## src/design/part_pkg.sv

```systemverilog
package part_pkg;
   // Register indices; byte address is four times the index
   localparam logic [7:0] IDX_DUTY1 = 8'h14;
   localparam logic [7:0] IDX_DUTY0 = 8'h15;
   localparam logic [7:0] IDX_PWMCTL = 8'h16;
   localparam logic [7:0] IDX_TCS = 8'h17;
   localparam logic [7:0] IDX_CAR = 8'h18;
   localparam logic [7:0] IDX_RELOAD = 8'h19;
   localparam logic [7:0] IDX_CCS = 8'h1a;
   localparam logic [7:0] IDX_CAP1 = 8'h1b;
   localparam logic [7:0] IDX_CAP2 = 8'h1c;
   localparam int ADDR_SHIFT = 2;
   localparam logic [7:0] BYTE_ZERO = 8'h00;
   localparam logic [7:0] BYTE_FULL = 8'hff;
   localparam logic [6:0] PRESC_ZERO = 7'h00;
   // Timer control/status bit positions
   localparam int TCS_EXT = 7;
   localparam int TCS_DIV_LO = 4;
   localparam int TCS_TCE = 3;
   localparam int TCS_FORCE_RELOAD = 2;
   localparam int TCS_OIE = 1;
   localparam int TCS_OVF = 0;
   // PWM control bit positions
   localparam int PWM_OE0 = 4;
   localparam int PWM_OE1 = 5;
   localparam int PWM_OP0 = 0;
   localparam int PWM_OP1 = 1;
   // Capture control/status bit positions
   localparam int CCS_SENS_LO = 4;
   localparam int CCS_IE_LO = 2;
   localparam int CCS_CF_LO = 0;

   // APB request bundle
   typedef struct packed {
      logic sel;
      logic enable;
      logic write;
      logic [31:0] addr;
      logic [31:0] wdata;
   } part_apb_req_t;

   // PWM pin bundle
   typedef struct packed {
      logic [1:0] level;
      logic [1:0] oe;
   } part_pwm_t;
endpackage

```

## src/design/part_timer.sv

```systemverilog
// Operation
// ext_clock_select picks CPU or external clock
// Divider field divides by two to power
// count_enable 0 freezes counter and prescaler
// force_reload loads reload value, reads zero
// Overflow from FFh reloads, sets flag
// Reading timer control status clears flag
// Overflow request when flag and enable
// Counter access reads live, writes load
// Overflow drives enabled outputs active
// Output enables connect each channel pin
// Output high at or below compare
// Polarity change inverts output immediately
// Duty FFh gives 0, 00h gives 1
// Duty sets second edge, reload first
// Sensitivity bit selects capture edge
// Capture enables gate capture requests
// Capture sets flag, status read clears
// Top two capture status bits read zero
// Capture latch takes counter value
// Latch locked until status read
// Counter write clears prescaler too
// Compare copied from duty on overflow
// Counter steps on prescaler tick
// Inputs synchronised before edge detection
`timescale 1ns/10ps
module part_timer
   import part_pkg::*;
(
   // Clock and reset
   input wire logic pclk,
   input wire logic presetn,
   // APB slave
   input wire logic psel,
   input wire logic penable,
   input wire logic pwrite,
   input wire logic [31:0] paddr,
   input wire logic [31:0] pwdata,
   output logic [31:0] prdata,
   output logic pready,
   output logic pslverr,
   // External pins
   input wire logic ext_clock_in,
   input wire logic [1:0] capture_input_pin,
   output logic [1:0] pwm_pin,
   output logic [1:0] pwm_pin_oe,
   // Interrupt requests
   output logic overflow_irq,
   output logic [1:0] capture_irq
);

   part_apb_req_t req;
   part_pwm_t pwm_bus;
   logic [7:0] duty_value [2];
   logic [7:0] compare_value [2];
   logic [7:0] pwm_output_control;
   logic [7:0] tcs;
   logic [7:0] counter_access;
   logic [7:0] reload_value;
   logic [7:0] ccs;
   logic [7:0] capture_latch [2];
   logic [6:0] presc;
   logic [6:0] next_presc;
   logic [1:0] ext_sync;
   logic ext_prev;
   logic [1:0] cap_sync0;
   logic [1:0] cap_sync1;
   logic [1:0] cap_prev;
   logic [7:0] next_count;
   logic [1:0] cap_event;
   logic [1:0] pwm_raw;
   logic wr;
   logic rd;
   logic tick;
   logic ovf_evt;
   logic in_tick;
   logic [7:0] idx;

   // Word index from byte address
   function automatic logic [7:0] word_idx(input logic [31:0] a);
      word_idx = a[ADDR_SHIFT +: 8];
   endfunction

   assign req = '{sel: psel, enable: penable, write: pwrite,
                  addr: paddr, wdata: pwdata};
   assign idx = word_idx(req.addr);
   assign wr = req.sel && req.enable && req.write;
   assign rd = req.sel && req.enable && !req.write;
   // Zero wait states; unmapped words read zero, no error
   assign pready = 1'b1;
   assign pslverr = 1'b0;

   // Two-flop synchronisers; edge detect reads only the second flop
   always_ff @(posedge pclk or negedge presetn)
   begin
      if (!presetn)
      begin
         ext_sync <= 2'b00;
         ext_prev <= 1'b0;
         cap_sync0 <= 2'b00;
         cap_sync1 <= 2'b00;
         cap_prev <= 2'b00;
      end
      else
      begin
         ext_sync <= {ext_sync[0], ext_clock_in};
         ext_prev <= ext_sync[1];
         cap_sync0 <= capture_input_pin;
         cap_sync1 <= cap_sync0;
         cap_prev <= cap_sync1;
      end
   end

   // Input clock tick: every pclk, or rising external edge
   assign in_tick = tcs[TCS_EXT] ? (ext_sync[1] && !ext_prev)
                                 : 1'b1;

   // Divider tap: tick when the low n prescaler bits wrap
   always_comb
   begin
      next_presc = presc + 7'd1;
      tick = 1'b0;
      if (tcs[TCS_TCE] && in_tick)
      begin
         if (tcs[TCS_DIV_LO +: 3] == 3'd0)
            tick = 1'b1;
         else
            tick = ((presc & ((7'd1 << tcs[TCS_DIV_LO +: 3]) - 7'd1))
                    == ((7'd1 << tcs[TCS_DIV_LO +: 3]) - 7'd1));
      end
   end

   assign ovf_evt = tick && (counter_access == BYTE_FULL);

   // Prescaler; counter write or forced reload clears it
   always_ff @(posedge pclk or negedge presetn)
   begin
      if (!presetn)
         presc <= PRESC_ZERO;
      else if ((wr && idx == IDX_CAR) ||
               (wr && idx == IDX_TCS && req.wdata[TCS_FORCE_RELOAD]))
         presc <= PRESC_ZERO;
      else if (tcs[TCS_TCE] && in_tick)
         presc <= next_presc;
   end

   // Next count; software load beats a coincident tick
   always_comb
   begin
      next_count = counter_access;
      if (wr && idx == IDX_CAR)
         next_count = req.wdata[7:0];
      else if (wr && idx == IDX_TCS && req.wdata[TCS_FORCE_RELOAD])
         next_count = reload_value;
      else if (ovf_evt)
         next_count = reload_value;
      else if (tick)
         next_count = counter_access + 8'd1;
   end

   // Counter register; the waveform below reads its next value, next_count
   always_ff @(posedge pclk or negedge presetn)
   begin
      if (!presetn)
         counter_access <= BYTE_ZERO;
      else
         counter_access <= next_count;
   end

   // Timer control/status; overflow set wins over read clear
   always_ff @(posedge pclk or negedge presetn)
   begin
      if (!presetn)
         tcs <= BYTE_ZERO;
      else
      begin
         if (wr && idx == IDX_TCS)
         begin
            tcs[7:TCS_OIE] <= req.wdata[7:TCS_OIE];
            tcs[TCS_FORCE_RELOAD] <= 1'b0;
         end
         if (ovf_evt)
            tcs[TCS_OVF] <= 1'b1;
         else if (rd && idx == IDX_TCS)
            tcs[TCS_OVF] <= 1'b0;
      end
   end
   assign overflow_irq = tcs[TCS_OVF] && tcs[TCS_OIE];

   // Plain software registers
   always_ff @(posedge pclk or negedge presetn)
   begin
      if (!presetn)
      begin
         duty_value[0] <= BYTE_ZERO;
         duty_value[1] <= BYTE_ZERO;
         pwm_output_control <= BYTE_ZERO;
         reload_value <= BYTE_ZERO;
      end
      else if (wr)
      begin
         if (idx == IDX_DUTY0)
            duty_value[0] <= req.wdata[7:0];
         else if (idx == IDX_DUTY1)
            duty_value[1] <= req.wdata[7:0];
         else if (idx == IDX_PWMCTL)
            pwm_output_control <= req.wdata[7:0] & 8'h33;
         else if (idx == IDX_RELOAD)
            reload_value <= req.wdata[7:0];
      end
   end

   // Compare shadow loads only at overflow, avoiding glitches
   always_ff @(posedge pclk or negedge presetn)
   begin
      if (!presetn)
      begin
         compare_value[0] <= BYTE_ZERO;
         compare_value[1] <= BYTE_ZERO;
      end
      else if (ovf_evt)
      begin
         compare_value[0] <= duty_value[0];
         compare_value[1] <= duty_value[1];
      end
   end

   // Waveform judged on the count being loaded, so the pin does not lag
   always_ff @(posedge pclk or negedge presetn)
   begin
      if (!presetn)
         pwm_raw <= 2'b00;
      else
         for (int c = 0; c < 2; c++)
         begin
            if (compare_value[c] == BYTE_FULL)
               pwm_raw[c] <= 1'b0;
            else if (compare_value[c] == BYTE_ZERO)
               pwm_raw[c] <= 1'b1;
            else if (ovf_evt)
               pwm_raw[c] <= 1'b1;
            else
               pwm_raw[c] <= (next_count <= compare_value[c]);
         end
   end

   // Polarity applied after the flop so a change acts at once
   assign pwm_bus.level = pwm_raw ^ {pwm_output_control[PWM_OP1],
                                     pwm_output_control[PWM_OP0]};
   assign pwm_bus.oe = {pwm_output_control[PWM_OE1],
                        pwm_output_control[PWM_OE0]};
   assign pwm_pin = pwm_bus.level & pwm_bus.oe;
   assign pwm_pin_oe = pwm_bus.oe;

   // Edge selection per channel
   assign cap_event = (cap_sync1 & ~cap_prev & ccs[CCS_SENS_LO +: 2]) |
                      (~cap_sync1 & cap_prev & ~ccs[CCS_SENS_LO +: 2]);

   // Capture status and latches; latch locked while flag set
   always_ff @(posedge pclk or negedge presetn)
   begin
      if (!presetn)
      begin
         ccs <= BYTE_ZERO;
         capture_latch[0] <= BYTE_ZERO;
         capture_latch[1] <= BYTE_ZERO;
      end
      else
      begin
         if (wr && idx == IDX_CCS)
            ccs[5:CCS_IE_LO] <= req.wdata[5:CCS_IE_LO];
         for (int c = 0; c < 2; c++)
         begin
            if (cap_event[c] && !ccs[CCS_CF_LO + c])
            begin
               capture_latch[c] <= counter_access;
               ccs[CCS_CF_LO + c] <= 1'b1;
            end
            else if (rd && idx == IDX_CCS)
               ccs[CCS_CF_LO + c] <= 1'b0;
         end
      end
   end
   assign capture_irq = ccs[CCS_CF_LO +: 2] & ccs[CCS_IE_LO +: 2];

   // Read mux; unmapped reads zero
   always_comb
   begin
      prdata = 32'h0000_0000;
      if (idx == IDX_DUTY1)
         prdata[7:0] = duty_value[1];
      else if (idx == IDX_DUTY0)
         prdata[7:0] = duty_value[0];
      else if (idx == IDX_PWMCTL)
         prdata[7:0] = pwm_output_control;
      else if (idx == IDX_TCS)
         prdata[7:0] = tcs & ~(8'h01 << TCS_FORCE_RELOAD);
      else if (idx == IDX_CAR)
         prdata[7:0] = counter_access;
      else if (idx == IDX_RELOAD)
         prdata[7:0] = reload_value;
      else if (idx == IDX_CCS)
         prdata[7:0] = {2'b00, ccs[5:0]};
      else if (idx == IDX_CAP1)
         prdata[7:0] = capture_latch[0];
      else if (idx == IDX_CAP2)
         prdata[7:0] = capture_latch[1];
   end
endmodule
```

## config.mk

```make
export PLATFORM = sky130hd
export DESIGN_NAME = part_timer
export DESIGN_NICKNAME = d
export VERILOG_FILES = /design/src/design/part_pkg.sv /design/src/design/part_timer.sv
export SDC_FILE = /design/constraint.sdc
export NUM_CORES = 1
export LEC_CHECK = 0
export BUFFER_PORTS_ARGS = -buffer_cell sky130_fd_sc_hd__clkbuf_2
export CAP_MARGIN = 30
export CORE_UTILIZATION = 45
export CTS_CLUSTER_DIAMETER = 50
export CTS_CLUSTER_SIZE = 10
export DETAILED_ROUTE_END_ITERATION = 8
export GPL_TIMING_DRIVEN = 0
export PLACE_DENSITY_LB_ADDON = 0.3
export SKIP_CTS_REPAIR_TIMING = 1
export SYNTH_ARGS = -nofsm -noshare
export SYNTH_HDL_FRONTEND = slang
export SYNTH_SLANG_ARGS = --single-unit
```

## constraint.sdc

```tcl
create_clock -name pclk -period 3.51 [get_ports pclk]
set_clock_uncertainty 0.2 [all_clocks]
set_input_delay 0.702 -clock pclk [delete_from_list [all_inputs] [get_ports pclk]]
set_output_delay 0.702 -clock pclk [all_outputs]
set_load 0.03 [all_outputs]
```

**Word-level counts from Yosys, hierarchy flattened**

Cells that the tools add are included.

- Register bits: 99
- Latch bits: 0
- Memory bits (writable): 0
- ROM bits: 0
- Word-level logic and storage cells: 115
- Memories kept: 0

- Add/sub/neg operators: 3
- Multiply operators: 0
- Divide/modulo/power cells: 0
- Magnitude comparators: 2
- Eq/ne operators: 13
- Shift-type cells: 1
- Muxes and demuxes: 29
- Bitwise operators: 15
- Reductions and logical operators: 31

Operators with widths:

| operator | count |
|---|---|
| 2-to-1 mux 8 bit | 13 |
| == test 8 x 5 -> 1 bit (second input constant) | 9 |
| == test 8 bit (second input constant) | 3 |
| less-or-equal comparator 8 bit | 2 |
| zero test 8 bit | 2 |
| logical AND 1 bit | 15 |
| 2-to-1 mux 1 bit | 14 |
| 2-to-1 mux 7 bit | 2 |
| bitwise AND 2 bit | 6 |
| adder 8 x 1 -> 8 bit (second input constant) | 1 |
| nonzero test 2 bit | 4 |
| adder 7 x 1 -> 7 bit (second input constant) | 1 |
| bitwise AND 7 bit | 1 |
| == test 7 bit | 1 |
| << shifter 1 x 3 -> 7 bit (first input constant) | 1 |
| subtractor 7 x 1 -> 7 bit (second input constant) | 1 |
| inverter 2 bit | 3 |
| AND reduction 5 bit | 1 |
| zero test 1 bit | 4 |
| AND reduction 4 bit | 1 |
| zero test 3 bit | 1 |
| inverter 1 bit | 3 |
| AND reduction 3 bit | 1 |
| bitwise OR 2 bit | 1 |
| 3 further kinds | 3 |

**Depth between registers and ports, before layout**

Gate-level depths: netlist of run 1.

- Depth in word-level cells: 14
- Mapped depth: 15
- Depth with buffers taken out: 13

**Least setup slack after synthesis of run 1**

No wires, ideal clock.

- Path kind: input port to output port
- From: input paddr[7]
- To: output prdata[6]
- Arrival time: 2.646 ns
- Required time: 2.608 ns
- Path slack: -0.038 ns
- Stages on the path: 5
- Path buffers: 2
- Cell sequence: or4b_4 or2_1 buf_6 clkbuf_1 o32ai_1

- Word-level cells in the longest chain between the ends: 10

Ends and longest elaborated chain:

| element | RTL line | RTL |
|---|---|---|
| start, declared | part_timer.sv:37 | `input wire logic [31:0] paddr,` |
| == test 8 x 5 -> 1 bit | part_timer.sv:306 | `else if (idx == IDX_CAP2)` |
| 2-to-1 mux 8 bit | part_timer.sv:306 |  |
| 2-to-1 mux 8 bit | part_timer.sv:304 | `else if (idx == IDX_CAP1)` |
| 2-to-1 mux 8 bit | part_timer.sv:302 | `else if (idx == IDX_CCS)` |
| 2-to-1 mux 8 bit | part_timer.sv:300 | `else if (idx == IDX_RELOAD)` |
| 2-to-1 mux 8 bit | part_timer.sv:298 | `else if (idx == IDX_CAR)` |
| 2-to-1 mux 8 bit | part_timer.sv:296 | `else if (idx == IDX_TCS)` |
| 2-to-1 mux 8 bit | part_timer.sv:294 | `else if (idx == IDX_PWMCTL)` |
| 2-to-1 mux 8 bit | part_timer.sv:292 | `else if (idx == IDX_DUTY0)` |
| 2-to-1 mux 8 bit (*) | part_timer.sv:290 | `if (idx == IDX_DUTY1)` |
| end, declared | part_timer.sv:39 | `output logic [31:0] prdata,` |

Mark *: on every way between the ends. The rest lies on a longest branch, timed or not.

**Final worst setup path of run 1**

- From: input paddr[8]
- To: output prdata[3]

Same word-level chain as after synthesis.

==> results.sh, run 1 <==
export IMPL_status="complete, but fails checks"
export IMPL_violations="setup timing"
export IMPL_io_buffers=37
export IMPL_period_share=1.000
export IMPL_clk_latency_ps=360
export IMPL_critPathCaptureType="output pin"
export IMPL_tritoncts="yes"
export IMPL_syn_inst=525
export IMPL_syn_avg_cell_area_sq_um=10.55
export IMPL_vias=4434
export IMPL_drtPass1Iterations=5
export IMPL_grt_total_usage=0.2354
export IMPL_place_congestion=0.9388
export IMPL_ant_nets=0
export IMPL_max_cap_violations=0
export IMPL_htreeDepth=3
export IMPL_num_fill_cells=1071
export IMPL_holdPathStages=0
export IMPL_cts_root_buf="clkbuf_16"
export IMPL_worstHoldStart="cap_sync0[1]"
export IMPL_slew_viol_final=0
export IMPL_ir_drop_uv=307.4
export IMPL_critical_path_class="primary input to output pin"
export IMPL_max_clock_freq_mhz=284.8
export IMPL_cpMaxStageDelayCell="or4b_4"
export IMPL_hold_class="register to register"
export IMPL_diodes=0
export IMPL_power_mw=2.438
export IMPL_netlist_cell_type_count=57
export IMPL_relSlewSlack=0.4416
export IMPL_hold_end="cap_sync1[1]"
export IMPL_drive_above_1_share=0.3447
export IMPL_postSynth_topFlopCell="dfrtp_1"
export IMPL_cts_buffers=9
export IMPL_clockBufferDepth=2
export IMPL_grt_pass1_vias=4131
export IMPL_wl_microns=14420
export IMPL_via_per_inst=5.796
export IMPL_syn_cell_area_sq_um=5538
export IMPL_period_minus_slack_ps=3511
export IMPL_reg2regPathDepth=17
export IMPL_critPathTopFamily="simple AND/OR/NAND/NOR gates"
export IMPL_rsz0062_at_grt="yes"
export IMPL_hold_viol=0
export IMPL_syn_to_final_growth_pct=19.54
export IMPL_r2r_end="pwm_raw[0]"
export IMPL_synth_seq_area_share=0.4474
export IMPL_initialDrtViolationCount=330
export IMPL_r2r_slack_ps=140
export IMPL_overflow=0
export IMPL_io_pins=113
export IMPL_clk_pin_slew_ps=60
export IMPL_synth_most_common_cell="dfrtp_1"
export IMPL_place_hpwl_microns=10680
export IMPL_r2r_start="ext_sync[1]"
export IMPL_crit_chain="buf_6, or4b_4, or2_1, buf_6, clkbuf_4, nor4_1, a21oi_2, buf_4"
export IMPL_core_area_sq_um=12010
export IMPL_synth_area_leaders="dfrtp_1, mux2_2, ha_1, buf_4, nor2_1"
export IMPL_tightest_slew_ps=834.5
export IMPL_cp_slowest_stage_delay_ps=560
export IMPL_design_die_area_sq_um=12750
export IMPL_wl_per_cell_microns=18.85
export IMPL_startpoint_type="primary input"
export IMPL_required_ps=2610
export IMPL_finalSetupViolations=1
export IMPL_crit_fanout=10
export IMPL_synth_top_cell_area_share=0.4474
export IMPL_grt_start_max_net_pins=52
export IMPL_synth_edff_count=0
export IMPL_final_core_util=0.5511
export IMPL_drc_errors=0
export IMPL_yosysWarnings=0
export IMPL_worstSetupStartpoint="paddr[8]"
export IMPL_grt_pass1_wl_microns=22480
export IMPL_ys_ff_latch=99
export IMPL_antenna_found_initial=0
export IMPL_die_x_microns=112.9
export IMPL_powerDensity_nw_per_um2=368.2
export IMPL_clkSinkCount=99
export IMPL_synth_commonest_cells="dfrtp_1, mux2_2, nor2_1"
export IMPL_worst_path_buf_inv=4
export IMPL_start_util=0.4610
export IMPL_cp_common_cell="buf_6"
export IMPL_synthArstFlopShare=1.000
export IMPL_power_leakage_nw=3.075
export IMPL_arrival_ps=2610
export IMPL_synth_largest_area_cell="dfrtp_1"
export IMPL_setup_slack_ps=-0.9985
export IMPL_dieHeight_microns=112.9
export IMPL_num_rows=40
export IMPL_final_nets=703
==> routing by layer <==
layer | track usage | wire length [microns] | part of all wire | vias up
met5 | 0 | 0 | 0 | -
met2 | 0.3708 | 6844 | 0.47 | 191
li1 | - | - | - | 2011
met3 | 0.06052 | 1023 | 0.071 | 17
met4 | 0.05789 | 172 | 0.012 | 0
met1 | 0.3264 | 6378 | 0.44 | 2215
==> cells by family (layout without fill, tap and decap cells) <==
family,after synthesis,after routing,share of synthesized area
multiplexers,80,80,0.1667
AO/OA/AOI/OAI,94,94,0.1132
XOR/XNOR,14,14,0.02214
adder cells (fa/ha/maj),19,19,0.04248
other,2,26,0.001356
flip-flops,99,99,0.4474
buffers and inverters,70,139,0.06959
AND/OR/NAND/NOR,147,147,0.1371
==> power by group <==
| part | total (mW) | switching (mW) | internal (mW) |
|---|---|---|---|
| registers | 1.22 | 0.0387 | 1.18 |
| clock network | 0.922 | 0.438 | 0.483 |
| logic | 0.296 | 0.183 | 0.113 |
| total | 2.44 | 0.660 | 1.78 |
==> how the worst max path moves through the flow <==
stage / to / cells after the start
floorplan: prdata[6] / 5
global placement: pwm_raw[1] / 14
detailed placement: pwm_raw[1] / 13
CTS: pwm_raw[1] / 13
global route: pwm_raw[0] / 13
finish: prdata[3] / 8
==> placed cells by master, fill, tap and decap left out, drive strengths merged, types with 9 or more instances in the layout <==
cell type	instances
nand2	35
mux2	68
ha	18
inv	25
o21ai	22
nand3	16
nand4	10
conb	26
and3	10
nor2	37
buf	57
mux2i	9
nor3	11
a21oi	26
clkbuf	53
dfrtp	99
==> metrics by stage <==
step           hold slack [ps]  instance area, sq um  setup WS [ps]  setup TNS (ps)  std cells
6_report                 153.0                  6620        -0.9985         -0.9985        765
5_1_grt                  157.1                  6620         -55.10          -139.2        765
3_3_place_gp             137.2                  5997         -772.6           -2944        733
2_1_floorplan            131.2                  5628         -37.67          -86.53        549
3_5_place_dp             139.5                  6027         -845.6           -2816        734
4_1_cts                  156.3                  6297         -472.1           -2043        750
==> sequential cells by signal, indices dropped and copies added, names as in the netlist, 4 cells and up <==
register / flops
capture_latch: 16
ccs: 6
reload_value: 8
compare_value: 16
pwm_output_control: 4
counter_access: 8
duty_value: 16
tcs: 7
presc: 7
==> layout make-up <==
class | instances | area (sq um) | area share
Multi-Input combinational cell | 380 | 2933 | 0.4430
Sequential cell | 99 | 2479 | 0.3744
Timing Repair Buffer | 55 | 360.3 | 0.05443
Buffer | 44 | 304.0 | 0.04593
Clock buffer | 11 | 232.7 | 0.03515
Tap cell | 147 | 183.9 | 0.02778
Inverter | 24 | 90.09 | 0.01361
Clock inverter | 5 | 37.54 | 0.005670
Note: power is estimated with default switching activity, not from simulation.
==> run 2, diff against run 1 <==
CORE_MARGIN = 3   (was not set)
HOLD_SLACK_MARGIN = 0.1   (was not set)
REMOVE_ABC_BUFFERS = 1   (was not set)
==> results.sh, run 2 (synthesized netlist as in run 1, its figures left out) <==
export IMPL_hold_viol=0
export IMPL_cts_root_buf="clkbuf_16"
export IMPL_power_frac_comb=0.105
export IMPL_layout_commonest_cell="dfrtp_1"
export IMPL_final_nets=659
export IMPL_slew_viol_final=0
export IMPL_grt_pass1_wl_microns=21000
export IMPL_required_ps=3580
export IMPL_design_die_area_sq_um=13670
export IMPL_internal_power_mw=1.846
export IMPL_rsz0062_at_grt="yes"
export IMPL_startpoint_type="primary input"
export IMPL_max_clock_freq_mhz=285.8
export IMPL_pwr_share_clk=0.406
export IMPL_initialDrtViolationCount=231
export IMPL_htreeDepth=3
export IMPL_hold_class="register to register"
export IMPL_antenna_found_initial=0
export IMPL_crit_chain="clkbuf_2, or4b_4, nor3_4, and3_1, a31o_4, nor2_2, a221o_1, ha_1, a21oi_2, a22oi_1, o31a_1, a31oi_1, o21a_1"
export IMPL_place_area_sq_um=5732
export IMPL_cp_slowest_stage_delay_ps=560
export IMPL_place_hpwl_microns=9606
export IMPL_reg_top3="capture_latch x16, compare_value x16, duty_value x16"
export IMPL_max_cap_violations=0
export IMPL_worst_path_buf_inv=1
export IMPL_place_congestion=0.8943
export IMPL_r2r_slack_ps=100
export IMPL_crit_fanout=10
export IMPL_grt_total_usage=0.2013
export IMPL_whs_ps=149.2
export IMPL_overflow=0
export IMPL_grt_pass1_vias=3942
export IMPL_p_seq_frac=0.489
export IMPL_drtPass1Iterations=5
export IMPL_hold_end="cap_sync1[1]"
export IMPL_relSlewSlack=0.3794
export IMPL_vias=4208
export IMPL_cts_buffers=9
export IMPL_final_cell_mix="dfrtp_1, mux2_2, nor2_1, clkbuf_2, nand2_1"
export IMPL_powerDensity_nw_per_um2=397.2
export IMPL_wl_per_cell_microns=18.97
export IMPL_power_leakage_nw=2.869
export IMPL_critical_path_class="primary input to register"
export IMPL_diodes=0
export IMPL_p_switching_uw=648.3
export IMPL_period_share=0.9968
export IMPL_grt_start_max_net_pins=58
export IMPL_clkSinkCount=99
export IMPL_io_pins=113
export IMPL_ant_nets=0
export IMPL_wl_microns=13610
export IMPL_status="completed"
export IMPL_r2r_start="tcs[4]"
export IMPL_reg2regPathDepth=13
export IMPL_num_rows=39
export IMPL_clk_latency_ps=350
export IMPL_cpMaxStageDelayCell="or4b_4"
export IMPL_critPathTopFamily="compound AO/OA/AOI/OAI gates"
export IMPL_critPathCaptureType="register"
export IMPL_arrival_ps=3570
export IMPL_finalSetupViolations=0
export IMPL_drc_errors=0
export IMPL_start_util=0.4729
export IMPL_r2r_end="pwm_raw[1]"
export IMPL_worstHoldStart="cap_sync0[1]"
export IMPL_io_buffers=38
export IMPL_holdPathStages=0
export IMPL_power_switching_share=0.2599
export IMPL_clockBufferDepth=2
export IMPL_period_minus_slack_ps=3499
export IMPL_syn_to_final_growth_pct=13.40
export IMPL_die_x_microns=116.9
export IMPL_clk_pin_slew_ps=70
export IMPL_tritoncts="yes"
export IMPL_drive_above_1_share=0.2857
export IMPL_core_area_sq_um=11710
export IMPL_fin_area_sq_um=6280
export IMPL_tightest_slew_ps=927.4
export IMPL_ir_drop_uv=229.6
export IMPL_dieHeight_microns=116.9
export IMPL_via_per_inst=5.869
run 2: stage by stage:
stage | utilization | TNS (ps) | power (mW) | instances | setup WS [ps]
global route | 0.5362 | -391.9 | 2.596 | 717 | -119.4
finish | 0.5362 | 0 | 2.494 | 717 | 11.34
floorplan | - | -123.4 | 1.380 | 503 | -62.75
global placement | 0.4869 | -4106 | 1.470 | 684 | -1179
detailed placement | 0.4894 | -4435 | 1.482 | 685 | -1266
CTS | 0.5155 | -3297 | 2.486 | 701 | -918.5
run 2: power by group through the flow:
stage / combinational, mW / sequential (mW) / clock [mW]
6_report: 0.261 / 1.22 / 1.01
5_1_grt: 0.290 / 1.23 / 1.08
4_1_cts: 0.243 / 1.22 / 1.02
3_5_place_dp: 0.242 / 1.24 / 0
3_3_place_gp: 0.231 / 1.24 / 0
2_1_floorplan: 0.150 / 1.23 / 0
run 2: per-layer routing:
layer  part of all wire  track usage  vias up
li1                   -            -     1920
met1               0.43       0.2833     2080
met2               0.47       0.3072      190
met3              0.082      0.05758       18
met4              0.014      0.05275        0
met5                  0            0        -
run 2: how the worst max path moves through the flow:
stage / to / start / depth (start not counted) / slack [ps]
final: pwm_raw[0] / paddr[7] / 13 / 10
after global routing: pwm_raw[0] / paddr[7] / 14 / -120
after CTS: pwm_raw[0] / paddr[2] / 13 / -920
after detailed placement: pwm_raw[0] / paddr[2] / 13 / -1270
after global placement: pwm_raw[1] / paddr[2] / 13 / -1180
after floorplan: pwm_raw[1] / paddr[7] / 12 / -60
run 2: final cells by class:
class / instances / area [sq um]
clock buffer: 11 / 242.7
clock inverter: 5 / 62.56
sequential: 99 / 2477
fill: 1018 / 5431
timing repair buffer: 55 / 364.1
tap: 143 / 178.9
multi-input combinational: 380 / 2860
inverter: 24 / 93.84
